<file path="src/rtl/misc_sfr_pkg.sv">
`default_nettype none
// Shared constants and carriers of the pointer, ADC base, wake-up reload and power byte bank.
package misc_sfr_pkg;

    // Special-register addresses of the bank.
    localparam logic [7:0] ADDR_PTR_LOW     = 8'h82;  // Active pointer, low byte, all pages.
    localparam logic [7:0] ADDR_PTR_HIGH    = 8'h83;  // Active pointer, high byte, all pages.
    localparam logic [7:0] ADDR_ADC_HIGH    = 8'h84;  // ADC RAM base, high nibble, page 2.
    localparam logic [7:0] ADDR_ADC_LOW     = 8'h85;  // ADC RAM base, low byte, page 2.
    localparam logic [7:0] ADDR_RELOAD_LOW  = 8'h86;  // Wake-up reload, low byte, page 0.
    localparam logic [7:0] ADDR_POWER       = 8'h87;  // Power control, all pages.
    localparam logic [7:0] ADDR_RELOAD_HIGH = 8'h97;  // Wake-up reload, high byte, page 2.

    // Page numbers used by the paged registers.
    localparam logic [1:0] PAGE_ZERO = 2'h0;  // Page 0.
    localparam logic [1:0] PAGE_TWO  = 2'h2;  // Page 2.

    // Reset values and field layout.
    localparam logic [7:0] RESET_BYTE       = 8'h00;  // Reset value of every plain byte.
    localparam logic [7:0] POWER_COLD_VALUE = 8'h10;  // Power byte after a power-on reset.
    localparam logic [7:0] ADC_HIGH_MASK    = 8'h0f;  // Implemented bits of the ADC high byte.
    localparam int unsigned DOUBLE_BIT      = 7;      // Double-rate bit position.
    localparam int unsigned FRAME_SEL_BIT   = 6;      // Framing-access select bit position.
    localparam int unsigned POWER_ON_BIT    = 4;      // Power-on flag bit position.
    localparam int unsigned ADC_HIGH_WIDTH  = 4;      // Width of the ADC base high part.

    // Serial port 0 operating modes.
    typedef enum logic [1:0] {
        SERIAL_MODE_0 = 2'b00,
        SERIAL_MODE_1 = 2'b01,
        SERIAL_MODE_2 = 2'b10,
        SERIAL_MODE_3 = 2'b11
    } serial_mode_e;

    // One access from the core's special-register bus.
    typedef struct packed {
        logic [7:0] addr;   // Register address.
        logic [1:0] page;   // Current page.
        logic       wr;     // Write strobe, one cycle.
        logic       rd;     // Read strobe, one cycle.
        logic [7:0] wdata;  // Write data.
    } sfr_req_s;

    // The serial control bit 7 access from the core.
    typedef struct packed {
        logic wr;     // Write strobe to serial control bit 7.
        logic wbit;   // Value written.
    } serial_control_bit_s;

endpackage
`default_nettype wire

</file>
<file path="src/rtl/misc_sfr_bank.sv">
`timescale 1ns/100ps
`default_nettype none
// Function
// - Pointer high and low bytes form 16-bit pointer.
// - Pointer select bit chooses active data pointer.
// - ADC base is high nibble plus low byte.
// - Low reload byte gives reload bits 7:0.
// - High reload byte gives reload bits 15:8.
// - Double-rate bit doubles serial baud rate in mode 2, and in modes 1 and 3 when timer 1 paces the port.
// - Framing select steers serial control bit 7.
// - Power-on sets flag; other resets keep it.
module misc_sfr_bank (
    // Clock and resets.
    input  wire logic                       core_clk,
    input  wire logic                       rstn,
    input  wire logic                       por_n,
    // Special-register bus.
    input  wire misc_sfr_pkg::sfr_req_s     sfr_req,
    output logic [7:0]                      sfr_rdata_q,
    output logic                            sfr_hit_q,
    // Data pointer.
    input  wire logic                       pointer_select,
    output logic [15:0]                     active_pointer_q,
    // ADC and wake-up timer values.
    output logic [11:0]                     adc_ram_base,
    output logic [15:0]                     wakeup_reload_value,
    // Power byte bits.
    output logic                            double_rate_bit,
    output logic                            framing_access_select,
    output logic                            power_on_flag,
    // Serial port 0 side.
    input  wire misc_sfr_pkg::serial_mode_e serial_mode,
    input  wire logic                       timer1_baud_src,
    input  wire misc_sfr_pkg::serial_control_bit_s    serial_control_bit,
    input  wire logic                       mode_bit_cur,
    input  wire logic                       frame_err_cur,
    output logic                            baud_double_q,
    output logic                            mode_bit_wr_q,
    output logic                            frame_err_wr_q,
    output logic                            serial_control_wbit_q,
    output logic                            bit7_rdata_q
);

    // Register state.
    logic [7:0] ptr_low_q  [2];      // Low bytes of the primary and secondary pointers.
    logic [7:0] ptr_high_q [2];      // High bytes of the primary and secondary pointers.
    logic [3:0] adc_high_q;          // ADC base bits 11:8.
    logic [7:0] adc_low_q;           // ADC base bits 7:0.
    logic [7:0] reload_low_q;        // Wake-up reload bits 7:0.
    logic [7:0] reload_high_q;       // Wake-up reload bits 15:8.
    logic       double_q;            // Double-rate bit.
    logic       frame_sel_q;         // Framing-access select bit.
    logic       power_on_q;          // Power-on flag.

    // Address decode; the paged registers answer only on their page.
    wire on_page_two  = (sfr_req.page == misc_sfr_pkg::PAGE_TWO);
    wire on_page_zero = (sfr_req.page == misc_sfr_pkg::PAGE_ZERO);
    wire sel_ptr_low  = (sfr_req.addr == misc_sfr_pkg::ADDR_PTR_LOW);
    wire sel_ptr_high = (sfr_req.addr == misc_sfr_pkg::ADDR_PTR_HIGH);
    wire sel_adc_high = (sfr_req.addr == misc_sfr_pkg::ADDR_ADC_HIGH) && on_page_two;
    wire sel_adc_low  = (sfr_req.addr == misc_sfr_pkg::ADDR_ADC_LOW) && on_page_two;
    wire sel_rel_low  = (sfr_req.addr == misc_sfr_pkg::ADDR_RELOAD_LOW) && on_page_zero;
    wire sel_rel_high = (sfr_req.addr == misc_sfr_pkg::ADDR_RELOAD_HIGH) && on_page_two;
    wire sel_power    = (sfr_req.addr == misc_sfr_pkg::ADDR_POWER);
    wire sel_any      = sel_ptr_low || sel_ptr_high || sel_adc_high || sel_adc_low
                      || sel_rel_low || sel_rel_high || sel_power;

    // Write strobes per register.
    wire wr_ptr_low  = sfr_req.wr && sel_ptr_low;
    wire wr_ptr_high = sfr_req.wr && sel_ptr_high;
    wire wr_adc_high = sfr_req.wr && sel_adc_high;
    wire wr_adc_low  = sfr_req.wr && sel_adc_low;
    wire wr_rel_low  = sfr_req.wr && sel_rel_low;
    wire wr_rel_high = sfr_req.wr && sel_rel_high;
    wire wr_power    = sfr_req.wr && sel_power;

    // The pointer seen at the pointer addresses is the one chosen by the select.
    wire [7:0]  cur_ptr_low  = ptr_low_q[pointer_select];
    wire [7:0]  cur_ptr_high = ptr_high_q[pointer_select];
    wire [15:0] cur_pointer  = {cur_ptr_high, cur_ptr_low};

    // Power byte as read: bit 5 and the bits kept elsewhere read zero.
    wire [7:0] power_read = (8'(double_q) << misc_sfr_pkg::DOUBLE_BIT)
                          | (8'(frame_sel_q) << misc_sfr_pkg::FRAME_SEL_BIT)
                          | (8'(power_on_q) << misc_sfr_pkg::POWER_ON_BIT);

    // Read multiplexer; an unmapped address reads zero.
    wire [7:0] rdata_d = ({8{sel_ptr_low}}  & cur_ptr_low)
                       | ({8{sel_ptr_high}} & cur_ptr_high)
                       | ({8{sel_adc_high}} & {4'h0, adc_high_q})
                       | ({8{sel_adc_low}}  & adc_low_q)
                       | ({8{sel_rel_low}}  & reload_low_q)
                       | ({8{sel_rel_high}} & reload_high_q)
                       | ({8{sel_power}}    & power_read);

    // Read data and hit are registered one cycle after the read strobe.
    always_ff @(posedge core_clk or negedge rstn) begin
        if (!rstn) begin
            sfr_rdata_q <= misc_sfr_pkg::RESET_BYTE;
            sfr_hit_q   <= 1'b0;
        end else begin
            sfr_rdata_q <= sfr_req.rd ? rdata_d : misc_sfr_pkg::RESET_BYTE;
            sfr_hit_q   <= sfr_req.rd && sel_any;
        end
    end

    // Both pointers; a write reaches only the currently selected one.
    for (genvar i = 0; i < 2; i++) begin : g_ptr
        wire hit_me = (pointer_select == 1'(i));
        always_ff @(posedge core_clk or negedge rstn) begin
            if (!rstn) begin
                ptr_low_q[i]  <= misc_sfr_pkg::RESET_BYTE;
                ptr_high_q[i] <= misc_sfr_pkg::RESET_BYTE;
            end else begin
                if (wr_ptr_low && hit_me) ptr_low_q[i] <= sfr_req.wdata;
                if (wr_ptr_high && hit_me) ptr_high_q[i] <= sfr_req.wdata;
            end
        end
    end

    // The active pointer is presented from a flop, one cycle behind the bytes.
    always_ff @(posedge core_clk or negedge rstn) begin
        if (!rstn) active_pointer_q <= {misc_sfr_pkg::RESET_BYTE, misc_sfr_pkg::RESET_BYTE};
        else       active_pointer_q <= cur_pointer;
    end

    // ADC base and wake-up reload bytes.
    always_ff @(posedge core_clk or negedge rstn) begin
        if (!rstn) begin
            adc_high_q    <= misc_sfr_pkg::RESET_BYTE[misc_sfr_pkg::ADC_HIGH_WIDTH-1:0];
            adc_low_q     <= misc_sfr_pkg::RESET_BYTE;
            reload_low_q  <= misc_sfr_pkg::RESET_BYTE;
            reload_high_q <= misc_sfr_pkg::RESET_BYTE;
        end else begin
            if (wr_adc_high) adc_high_q <= sfr_req.wdata[misc_sfr_pkg::ADC_HIGH_WIDTH-1:0];
            if (wr_adc_low)  adc_low_q <= sfr_req.wdata;
            if (wr_rel_low)  reload_low_q <= sfr_req.wdata;
            if (wr_rel_high) reload_high_q <= sfr_req.wdata;
        end
    end
    assign adc_ram_base        = {adc_high_q, adc_low_q};
    assign wakeup_reload_value = {reload_high_q, reload_low_q};

    // Double-rate and framing select clear on rstn only; the power-on reset alone keeps them.
    always_ff @(posedge core_clk or negedge rstn) begin
        if (!rstn) begin
            double_q    <= misc_sfr_pkg::POWER_COLD_VALUE[misc_sfr_pkg::DOUBLE_BIT];
            frame_sel_q <= misc_sfr_pkg::POWER_COLD_VALUE[misc_sfr_pkg::FRAME_SEL_BIT];
        end else if (wr_power) begin
            double_q    <= sfr_req.wdata[misc_sfr_pkg::DOUBLE_BIT];
            frame_sel_q <= sfr_req.wdata[misc_sfr_pkg::FRAME_SEL_BIT];
        end
    end

    // The power-on flag sees only the power-on reset, so a warm reset keeps it.
    always_ff @(posedge core_clk or negedge por_n) begin
        if (!por_n)        power_on_q <= misc_sfr_pkg::POWER_COLD_VALUE[misc_sfr_pkg::POWER_ON_BIT];
        else if (wr_power) power_on_q <= sfr_req.wdata[misc_sfr_pkg::POWER_ON_BIT];
    end
    assign double_rate_bit       = double_q;
    assign framing_access_select = frame_sel_q;
    assign power_on_flag         = power_on_q;

    // Serial steering results before their output flops.
    logic baud_double_d;
    logic mode_bit_wr_d;
    logic frame_err_wr_d;
    logic bit7_rdata_d;

    // Baud doubling and bit 7 routing.
    serial_bit_steer u_steer (
        .double_rate_bit       (double_q),
        .framing_access_select (frame_sel_q),
        .serial_mode           (serial_mode),
        .timer1_baud_src       (timer1_baud_src),
        .serial_control_bit              (serial_control_bit),
        .mode_bit_cur          (mode_bit_cur),
        .frame_err_cur         (frame_err_cur),
        .baud_double           (baud_double_d),
        .mode_bit_wr           (mode_bit_wr_d),
        .frame_err_wr          (frame_err_wr_d),
        .bit7_rdata            (bit7_rdata_d)
    );

    // Steering outputs leave from flops, one cycle after their cause.
    always_ff @(posedge core_clk or negedge rstn) begin
        if (!rstn) begin
            baud_double_q  <= 1'b0;
            mode_bit_wr_q  <= 1'b0;
            frame_err_wr_q <= 1'b0;
            serial_control_wbit_q    <= 1'b0;
            bit7_rdata_q   <= 1'b0;
        end else begin
            baud_double_q  <= baud_double_d;
            mode_bit_wr_q  <= mode_bit_wr_d;
            frame_err_wr_q <= frame_err_wr_d;
            serial_control_wbit_q    <= serial_control_bit.wbit;
            bit7_rdata_q   <= bit7_rdata_d;
        end
    end
endmodule // misc_sfr_bank
`default_nettype wire

</file>
<file path="src/rtl/serial_bit_steer.sv">
`timescale 1ns/100ps
`default_nettype none
// Decides the doubled baud rate and routes serial control bit 7 accesses.
module serial_bit_steer (
    // Controls from the power byte.
    input  wire logic                       double_rate_bit,
    input  wire logic                       framing_access_select,
    // Serial port state.
    input  wire misc_sfr_pkg::serial_mode_e serial_mode,
    input  wire logic                       timer1_baud_src,
    input  wire misc_sfr_pkg::serial_control_bit_s    serial_control_bit,
    input  wire logic                       mode_bit_cur,
    input  wire logic                       frame_err_cur,
    // Steered results.
    output logic                            baud_double,
    output logic                            mode_bit_wr,
    output logic                            frame_err_wr,
    output logic                            bit7_rdata
);

    // Mode 2 always doubles; modes 1 and 3 only when timer 1 paces the port.
    wire mode_two   = (serial_mode == misc_sfr_pkg::SERIAL_MODE_2);
    wire mode_t1    = (serial_mode == misc_sfr_pkg::SERIAL_MODE_1)
                    || (serial_mode == misc_sfr_pkg::SERIAL_MODE_3);
    assign baud_double  = double_rate_bit && (mode_two || (mode_t1 && timer1_baud_src));

    // Bit 7 reaches the mode bit when the select is clear, the framing flag when set.
    assign mode_bit_wr  = serial_control_bit.wr && !framing_access_select;
    assign frame_err_wr = serial_control_bit.wr && framing_access_select;
    assign bit7_rdata   = framing_access_select ? frame_err_cur : mode_bit_cur;

endmodule // serial_bit_steer
`default_nettype wire

</file>
<file path="config.mk">
export PLATFORM = sky130hd
export DESIGN_NAME = misc_sfr_bank
export DESIGN_NICKNAME = d
export VERILOG_FILES = /design/src/rtl/misc_sfr_pkg.sv /design/src/rtl/misc_sfr_bank.sv /design/src/rtl/serial_bit_steer.sv
export SDC_FILE = /design/constraint.sdc
export NUM_CORES = 1
export LEC_CHECK = 0
export ABC_CLOCK_PERIOD_IN_PS = 1800
export BUFFER_PORTS_ARGS = -buffer_cell sky130_fd_sc_hd__buf_2
export CELL_PAD_IN_SITES_DETAIL_PLACEMENT = 1
export CELL_PAD_IN_SITES_GLOBAL_PLACEMENT = 1
export CORE_ASPECT_RATIO = 1.4
export CORE_MARGIN = 1
export CORE_UTILIZATION = 44
export DETAILED_ROUTE_END_ITERATION = 6
export GPL_ROUTABILITY_DRIVEN = 0
export PLACE_DENSITY = 0.84
export SETUP_SLACK_MARGIN = 0.5
export SLEW_MARGIN = 0
export SYNTH_ARGS = -nofsm -noshare
export SYNTH_HDL_FRONTEND = slang
export SYNTH_SLANG_ARGS = --single-unit
</file>
<file path="constraint.sdc">
create_clock -name core_clk -period 1.8 [get_ports core_clk]
set_input_delay 0.27 -clock core_clk [delete_from_list [all_inputs] [get_ports core_clk]]
set_output_delay 0.27 -clock core_clk [all_outputs]
set_load 0.005 [all_outputs]
</file>
==> impl_metrics.yaml, run 1 <==
placed_design:
  post-dp-hpwl_mm: 7.98
  post_dp_cell_area_mm2: 0.00487
  portBuffers: 91
  pre_cts_ws_ns: 0.0125
yosys:
  synth-seq-cells: 93
  synth_cell_types: 46
  synth_top_cells_by_area: "dfrtp_1, mux2_2, mux4_2, mux2i_1, o221ai_1"
  syn-cell-area_mm2: 0.00411
  syn-num-nets: 304
  synth.avg_cell_area_um2: 15.1
  synthArstFlopShare: 1.00
  syn_inst: 273
  yosys_warnings: 0
  synth_edf_count: 0
  ys_seq_area_frac: 0.566
  synth.most_common_cell: "dfrtp_1"
  post-synth-top-area-fraction: 0.560
  synthTopCellsByCount: "dfrtp_1, mux2_2, o21ai_0"
  ys.flop_type: "dfrtp_1"
  synth_top_area_cell: "dfrtp_1"
global_route:
  grt_max_degree: 34
  overflow: 0
  grt_use_met1: 0.312
  use_met2: 0.466
  antenna_found_initial: 0
  globalRouteTotalUtil: 0.264
  grt_pass1_vias: 3171
  grt_util_met3: 0.0530
  grt_pass1_wl_mm: 18.8
  gr-max-usage-layer: "met2"
drt:
  vias: 2979
  wirelength_mm: 12.6
  first_iter_violations: 184
  ant_nets: 0
  wire_per_inst_um: 24.4
  firstDrtPassIters: 4
  via_per_inst: 5.78
  drc: 0
timing:
  hold_viol: 0
  fmax_mhz: 658
  finalSetupViolations: 0
  worst_pin_slew_ns: 0.461
  setup_tns_ns: 0
  period_minus_slack_ns: 1.52
  final_max_slew_viol_count: 0
  max_slew_margin: 0.693
  fin_worst_hold_slack_ns: 0.0233
  fin_worst_skew_ns: 0.00546
  grt_setup_unrepaired: "true"
  setup_ws_ns: 0.281
  min_period_over_period: 0.844
clocking:
  clock_sinks: 93
  clk_pin_slew_ns: 0.06
  cts_root_buf: "clkbuf_16"
  cts_tree: "built"
  clock_path_buffers: 2
  numCtsBuffers: 9
  clk_latency_ns: 0.35
  htree_num_levels: 3
min_path:
  hold_path_class: "input pin to flip-flop"
  whs_path_depth: 1
pwr:
  p_leak_uw: 0.00291
  internal_power_uw: 3510
  swShare: 0.229
  switchingPower_uw: 1040
  p_comb_frac: 0.082
  clock_power_share: 0.443
  seqPwrFrac: 0.476
  vdd_ir_drop_max_mv: 0.727
  p_per_area_mw_per_mm2: 829
setup_path:
  crit_slowest_cell: "dfrtp_1"
  critical_path_arrival_ns: 1.75
  crit_fanout: 2
  crit_chain: "mux2_4 > mux2_4 > a22o_2 > a22oi_2 > o21ai_1"
  required_ns: 2.03
  timing.critical_path.buf_inv: 0
  worstSetupEndpointType: "flip-flop"
  cpPeakStageDelay_ns: 0.38
  path_depth: 5
  r2r_setup_slack_ns: 0.28
  start_kind: "flip-flop"
  worst_path_most_repeated_cell: "mux2_4"
  reg2reg_depth: 5
  crit_family: "multiplexers"
  critical_path_class: "flip-flop to flip-flop"
finish:
  n_antenna_cell: 0
  drive_gt1_frac: 0.664
  finalNetCount: 434
  design_area_mm2: 0.00550
  area_delta_synth_final_pct: 33.6
die:
  core_area_mm2: 0.00903
  dieWidth_um: 83.7
  ios: 92
  initial_core_util: 0.456
  die_y_um: 116
  placementRows: 41
  die-area_mm2: 0.00975
run_status:
  run_status: "finished clean"
run:
  maxCapViolCount: 0
-- sequential cells by signal, summed over array words and instances (netlist names), 4 cells and up --
signal,count
adc_high_q,4
ptr_high_q,16
reload_high_q,8
active_pointer_q,16
adc_low_q,8
reload_low_q,8
ptr_low_q,16
sfr_rdata_q,8
-- power groups by stage --
stage	Clock, µW	Sequential, µW	Combinational, µW
6_report	2020	2170	372
4_1_cts	2040	2170	351
2_1_floorplan	0	2200	144
3_5_place_dp	0	2200	325
3_3_place_gp	0	2200	315
5_1_grt	2120	2170	400
-- metrics by stage --
stage | std cells | util | total power (µW)
after floorplan | 273 | - | 2340
final | 515 | 0.609 | 4560
after global placement | 483 | 0.539 | 2520
after CTS | 507 | 0.589 | 4550
after global routing | 515 | 0.609 | 4690
after detailed placement | 483 | 0.539 | 2530
-- layout make-up --
| cell class | instances | area (µm²) |
|---|---|---|
| Clock inverter | 7 | 88.8 |
| Fill cell | 898 | 3530 |
| Clock buffer | 9 | 225 |
| Inverter | 5 | 18.8 |
| Multi-Input combinational cell | 165 | 1870 |
| Timing Repair Buffer | 129 | 830 |
| Tap cell | 107 | 134 |
| Sequential cell | 93 | 2330 |
-- cells by family (layout without fill, tap and decap cells) --
kind of cell           Yosys count  after routing  share of synthesized area
multiplexers                    92             92                      0.261
AND/OR/NAND/NOR                 46             46                      0.105
flip-flops                      93             93                      0.566
buffers and inverters           15            150                     0.0195
AO/OA/AOI/OAI                   27             27                     0.0490
-- path summary, 6_finish.rpt --
check | from | endpoint
hold / removal | serial_control_bit[0] | serial_control_wbit_q
setup reg to reg | ptr_high_q[12] | sfr_rdata_q[4]
setup / recovery | ptr_high_q[12] | sfr_rdata_q[4]
hold reg to reg | ptr_low_q[7] | ptr_low_q[7]
min in group asynchronous | rstn | ptr_high_q[1]
max in group asynchronous | rstn | sfr_rdata_q[4]
-- placed cells by master, fill, tap and decap left out, drive strengths merged, types with 3 or more instances in the layout --
| cell | instances |
|---|---|
| mux4 | 4 |
| nand2 | 6 |
| clkinv | 4 |
| nor2 | 5 |
| and3 | 8 |
| o21ai | 7 |
| a22o | 3 |
| mux2i | 6 |
| mux2 | 82 |
| dfrtp | 92 |
| inv | 6 |
| a22oi | 5 |
| buf | 126 |
| nor3 | 4 |
| nand3 | 5 |
| nand4 | 5 |
| clkbuf | 10 |
| o221ai | 6 |
-- routing by layer --
layer  up-vias  routed length (µm)
li1       1284                   -
met2       117                6800
met1      1550                4830
met3        28                 565
met5         -                   0
met4         0                 359
-- repair_timing --
action                     CTS  global route
setup endpoints to repair   65            71
setup buffers                6             8
pin swaps                    8            15
hold buffers                 2             0
hold endpoints to repair    30             0
gates resized for setup     18            32
Note: power is estimated with default switching activity, not from simulation.
==> run 2, diff against run 1 <==
--- a/config.mk
+++ b/config.mk
@@ -5,7 +5,7 @@
 export SDC_FILE = /design/constraint.sdc
 export NUM_CORES = 1
 export LEC_CHECK = 0
-export ABC_CLOCK_PERIOD_IN_PS = 1800
+export ABC_CLOCK_PERIOD_IN_PS = 1550
 export BUFFER_PORTS_ARGS = -buffer_cell sky130_fd_sc_hd__buf_2
 export CELL_PAD_IN_SITES_DETAIL_PLACEMENT = 1
 export CELL_PAD_IN_SITES_GLOBAL_PLACEMENT = 1
==> constraint.sdc (replaced) <==
create_clock -name core_clk -period 1.55 [get_ports core_clk]
set_input_delay 0.2325 -clock core_clk [delete_from_list [all_inputs] [get_ports core_clk]]
set_output_delay 0.2325 -clock core_clk [all_outputs]
set_load 0.005 [all_outputs]
==> run 2 against run 1 <==
Effect of this change: clock power grew 12%; flip-flop and latch count is the same; routed wire length grew 15%; largest power group unchanged; power grew 16%; die area is the same; largest cell class unchanged; highest routed layer is now met5; critical path depth is the same; clock skew grew 0.0046 ns.
==> impl_metrics.yaml, run 2 (synthesized netlist as in run 1, its figures left out) <==
timing:
  fin_worst_hold_slack_ns: 0.106
  fmax_mhz: 661
  period_minus_slack_ns: 1.51
  grt_setup_unrepaired: "true"
  max_slew_margin: 0.701
  min_period_over_period: 0.977
  finalSetupViolations: 0
  final_max_slew_viol_count: 0
  hold_viol: 0
  fin_worst_skew_ns: 0.0101
  worst_pin_slew_ns: 0.449
setup_path:
  crit_slowest_cell: "dfrtp_1"
  start_kind: "flip-flop"
  critical_path_class: "flip-flop to flip-flop"
  crit_family: "multiplexers"
  worstSetupEndpointType: "flip-flop"
  crit_fanout: 2
  crit_path_start: "ptr_high_q[4]"
  required_ns: 1.80
  reg2reg_depth: 5
  reg2reg_from: "ptr_high_q[4]"
  critical_path_arrival_ns: 1.76
  timing.critical_path.buf_inv: 0
  r2r_end: "sfr_rdata_q[4]"
  path_depth: 5
  crit_chain: "mux2_4 > mux2_4 > a22o_4 > a22oi_2 > o21ai_1"
  r2r_setup_slack_ns: 0.04
  worst_path_most_repeated_cell: "mux2_4"
  cpPeakStageDelay_ns: 0.42
drt:
  ant_nets: 0
  first_iter_violations: 291
  vias: 3201
  via_per_inst: 5.77
  wirelength_mm: 14.4
  wire_per_inst_um: 26.0
  drc: 0
  firstDrtPassIters: 4
finish:
  fillCellCount: 883
  design_area_mm2: 0.00578
  n_antenna_cell: 0
  final_cell_mix: "dfrtp_1, buf_2, mux2_2, buf_4, buf_6"
  ff_latch_area_mm2: 0.00233
  reg.largest.list: "active_pointer_q x16, ptr_high_q x16, ptr_low_q x16"
  area_delta_synth_final_pct: 40.6
  final_cell_count_no_fill: 555
  drive_gt1_frac: 0.683
  multi_input_area_mm2: 0.00186
  final_common_cell: "dfrtp_1"
  finalNetCount: 474
clocking:
  clock_path_buffers: 2
  clk_latency_ns: 0.35
  numCtsBuffers: 9
  clk_pin_slew_ns: 0.07
  htree_num_levels: 3
  clock_sinks: 93
  cts_root_buf: "clkbuf_16"
  cts_tree: "built"
min_path:
  min-delay-start: "serial_control_bit[1]"
  hold_path_class: "input pin to flip-flop"
  min_to: "frame_err_wr_q"
  whs_path_depth: 2
global_route:
  overflow: 0
  grt_pass1_wl_mm: 21.5
  grt_pass1_vias: 3625
  globalRouteTotalUtil: 0.303
  antenna_found_initial: 1
  grt_max_degree: 55
die:
  initial_core_util: 0.456
  die_y_um: 116
  placementRows: 41
  dieWidth_um: 83.7
  ios: 92
  die-area_mm2: 0.00975
  core_area_mm2: 0.00903
pwr:
  internal_power_uw: 3990
  vdd_ir_drop_max_mv: 1.18
  seqPwrFrac: 0.478
  p_per_area_mw_per_mm2: 910
  clock_power_share: 0.432
  p_leak_uw: 0.00314
  switchingPower_uw: 1280
  p_comb_frac: 0.090
  swShare: 0.242
placed_design:
  portBuffers: 91
  post_dp_cell_area_mm2: 0.00494
  post-dp-hpwl_mm: 8.10
  dp.cells: 490
run_status:
  run_status: "finished clean"
run:
  maxCapViolCount: 0
[run 2: final cells by class]
class,instances,share of cell area
Inverter,5,0.00324
Multi-Input combinational cell,165,0.321
Timing Repair Buffer,169,0.198
Tap cell,107,0.0231
Clock inverter,6,0.0106
Sequential cell,93,0.403
Clock buffer,10,0.0413
[run 2: metrics by stage]
stage	util	power [µW]	TNS [ns]	setup WS, ns
final	0.641	5260	0	0.0364
after global routing	0.641	5400	0	0.0156
after CTS	0.630	5250	0	0.0226
after detailed placement	0.548	2950	-5.83	-0.151
after global placement	0.548	2930	-2.76	-0.0798
after floorplan	-	2730	0	0.0230
[run 2: how the worst max path moves through the flow]
stage | endpoint | slack, ns
after floorplan | ptr_high_q[7] | 0.02
after global placement | ptr_high_q[7] | -0.08
after detailed placement | ptr_high_q[7] | -0.15
after CTS | sfr_rdata_q[4] | 0.02
after global routing | sfr_rdata_q[4] | 0.02
final | sfr_rdata_q[4] | 0.04
[run 2: repair_timing]
action                                  CTS  global route
endpoints found under the setup margin  133           136
hold buffers                              3             0
pin swaps                                12            12
hold endpoints to repair                 59             0
gates cloned                              1             0
buffers inserted                         38             7
resized for setup                        31             9
[run 2: power by group through the flow]
stage,clock [µW],sequential [µW],combinational [µW]
floorplan,0,2550,172
global placement,0,2550,377
detailed placement,0,2560,394
CTS,2280,2510,453
global route,2370,2520,505
finish,2270,2520,474
[run 2: routing by layer]
| layer | routed length, µm | up-vias | GRT usage | part of all wire |
|---|---|---|---|---|
| met1 | 5510 | 1666 | 0.354 | 0.38 |
| met4 | 551 | 2 | 0.180 | 0.038 |
| met5 | 12 | - | 0 | 0.00083 |
| met2 | 7650 | 142 | 0.521 | 0.53 |
| met3 | 716 | 41 | 0.0587 | 0.050 |
| li1 | - | 1350 | - | - |
[run 2: worst register-to-register path, delay by kind of cell, from the launching register on]
family / cells / cell delay [ns]
compound gates: 3 / 0.43
mux: 2 / 0.56
flops: 1 / 0.42
==> run 3, diff against run 2 <==
--- a/config.mk
+++ b/config.mk
@@ -5,13 +5,14 @@
 export SDC_FILE = /design/constraint.sdc
 export NUM_CORES = 1
 export LEC_CHECK = 0
+export ABC_AREA = 1
 export ABC_CLOCK_PERIOD_IN_PS = 1550
 export BUFFER_PORTS_ARGS = -buffer_cell sky130_fd_sc_hd__buf_2
 export CELL_PAD_IN_SITES_DETAIL_PLACEMENT = 1
 export CELL_PAD_IN_SITES_GLOBAL_PLACEMENT = 1
 export CORE_ASPECT_RATIO = 1.4
 export CORE_MARGIN = 1
-export CORE_UTILIZATION = 44
+export CORE_UTILIZATION = 41
 export DETAILED_ROUTE_END_ITERATION = 6
 export GPL_ROUTABILITY_DRIVEN = 0
 export PLACE_DENSITY = 0.84
==> run 3 against run 2 <==
Effect of this change: die area up 12%; maximum frequency up 21%; combinational power up 34%; highest routed layer is now met4; critical endpoint is now power_on_flag; routed wire length up 46%; global-route usage down 0.61 points; hold slack worse by 0.027 ns; design area up 13%; via count up 42%.
==> impl_metrics.yaml, run 3 <==
yosys:
  synth_top_area_cell: "dfrtp_1"
  synthTopCellsByCount: "nand2_1, dfrtp_1, nand3_1, o21ai_1, inv_1"
  synthArstFlopShare: 1.00
  ys_seq_area_frac: 0.542
  synth-seq-cells: 93
  post-synth-top-area-fraction: 0.536
  synth_cell_types: 29
  synth_top_cells_by_area: "dfrtp_1, nand2_1, o21ai_2, nand3_1, o21ai_1"
  synth.most_common_cell: "nand2_1"
  syn-cell-area_mm2: 0.00430
  yosys_warnings: 0
  synth.avg_cell_area_um2: 9.44
  ys.flop_type: "dfrtp_1"
  syn_inst: 455
  synth_edf_count: 0
  syn-num-nets: 486
die:
  die_y_um: 123
  die-area_mm2: 0.0109
  ios: 92
  core_area_mm2: 0.0101
  dieWidth_um: 88.5
  initial_core_util: 0.427
  placementRows: 43
timing:
  final_max_slew_viol_count: 0
  min_period_over_period: 0.809
  hold_viol: 0
  fin_worst_hold_slack_ns: 0.0791
  fmax_mhz: 798
  period_minus_slack_ns: 1.25
  fin_worst_skew_ns: 0.0113
  grt_setup_unrepaired: "true"
  max_slew_margin: 0.593
  worst_pin_slew_ns: 0.609
  finalSetupViolations: 0
setup_path:
  cpPeakStageDelay_ns: 0.55
  reg2reg_depth: 6
  critical_path_arrival_ns: 1.02
  crit_slowest_cell: "dfstp_2"
  critical_path_class: "flip-flop to output pin"
  crit_family: "flip-flops"
  r2r_setup_slack_ns: 0.34
  crit_path_start: "power_on_flag"
  path_depth: 1
  timing.critical_path.buf_inv: 1
  r2r_end: "sfr_rdata_q[7]"
  required_ns: 1.32
  crit_fanout: 2
  worstSetupEndpointType: "output pin"
  crit_chain: "buf_2"
  reg2reg_from: "adc_low_q[7]"
  start_kind: "flip-flop"
  crit_end: "power_on_flag"
clocking:
  numCtsBuffers: 9
  clock_path_buffers: 2
  clk_pin_slew_ns: 0.07
  clk_latency_ns: 0.36
  clock_sinks: 93
  htree_num_levels: 3
  cts_root_buf: "clkbuf_16"
  cts_tree: "built"
drt:
  wire_per_inst_um: 27.7
  ant_nets: 0
  wirelength_mm: 21.2
  vias: 4544
  firstDrtPassIters: 5
  route.met3.wl_mm: 1.54
  wl_met2_mm: 10.6
  first_iter_violations: 359
  wl_met1_mm: 7.29
  top_layer: "met4"
  via_per_inst: 5.94
  drc: 0
global_route:
  antenna_found_initial: 0
  overflow: 0
  grt_pass1_vias: 4390
  grt_max_degree: 77
  grt_pass1_wl_mm: 23.4
  globalRouteTotalUtil: 0.296
pwr:
  p_leak_uw: 0.00333
  p_per_area_mw_per_mm2: 835
  vdd_ir_drop_max_mv: 0.938
finish:
  area_delta_synth_final_pct: 51.9
  postLayoutCoreUtil: 0.649
  n_antenna_cell: 0
  reg.largest.list: "active_pointer_q x16, ptr_high_q x16, ptr_low_q x16"
  fillCellCount: 1075
  final_common_cell: "nand2_1"
  final_cell_mix: "nand2_1, dfrtp_1, buf_2, buf_4, nand2_2"
  drive_gt1_frac: 0.543
  multi_input_area_mm2: 0.00229
  finalNetCount: 656
  ff_latch_area_mm2: 0.00233
placed_design:
  post-dp-hpwl_mm: 8.93
  portBuffers: 91
min_path:
  whs_path_depth: 2
  hold_path_class: "input pin to flip-flop"
run:
  maxCapViolCount: 0
run_status:
  run_status: "finished clean"
run 3: routing by layer:
metal  vias up  global-route usage
li1       1824                   -
met4         0               0.161
met5         -                   0
met2       327               0.511
met1      2271               0.347
met3       122              0.0507
run 3: per-stage QoR:
stage	setup TNS (ns)	cells	setup WS (ns)	instance area [µm²]	power, µW
final	0	765	0.296	6530	5450
after global routing	0	765	0.259	6530	5580
after CTS	0	734	0.352	5820	5210
after detailed placement	-0.0597	675	-0.0301	5020	2980
after global placement	0	675	0.0416	5020	2970
after floorplan	0	455	0.338	4460	2760
run 3: worst min path at each step:
stage                     slack (ns)      startpoint                  end
after floorplan                -0.06            rstn  active_pointer_q[0]
after global placement          0.11            rstn  active_pointer_q[8]
after detailed placement        0.11            rstn  active_pointer_q[8]
after CTS                       0.08  serial_mode[0]        baud_double_q
after global routing             0.1  serial_mode[0]        baud_double_q
final                           0.08  serial_mode[0]        baud_double_q
run 3: power breakdown:
part	total (µW)	switching (µW)	internal, µW	leakage, µW
logic	637	415	222	0.00191
clock network	2290	1040	1250	0.000143
registers	2520	39.2	2480	0.00128
total	5450	1500	3960	0.00333
run 3: logic make-up after synthesis:
group | count (synthesis) | share of synthesized area
multiplexers | 1 | 0.00262
flip-flops | 93 | 0.542
AO/OA/AOI/OAI | 78 | 0.118
buffers and inverters | 51 | 0.0664
AND/OR/NAND/NOR | 232 | 0.271
run 3: timing repair:
item,4_1_cts,5_1_grt
endpoints found under the setup margin,131,188
buffers inserted,32,30
gates resized for setup,35,113
hold endpoints to repair,18,0
gates cloned,8,1
hold buffers,3,0
pin swaps,8,35
run 3: final cells by class:
class	count	area share
sequential	93	0.357
clock inverter	6	0.00939
clock buffer	10	0.0351
timing repair buffer	166	0.185
tap	135	0.0259
multi-input combinational	318	0.352
inverter	37	0.0358
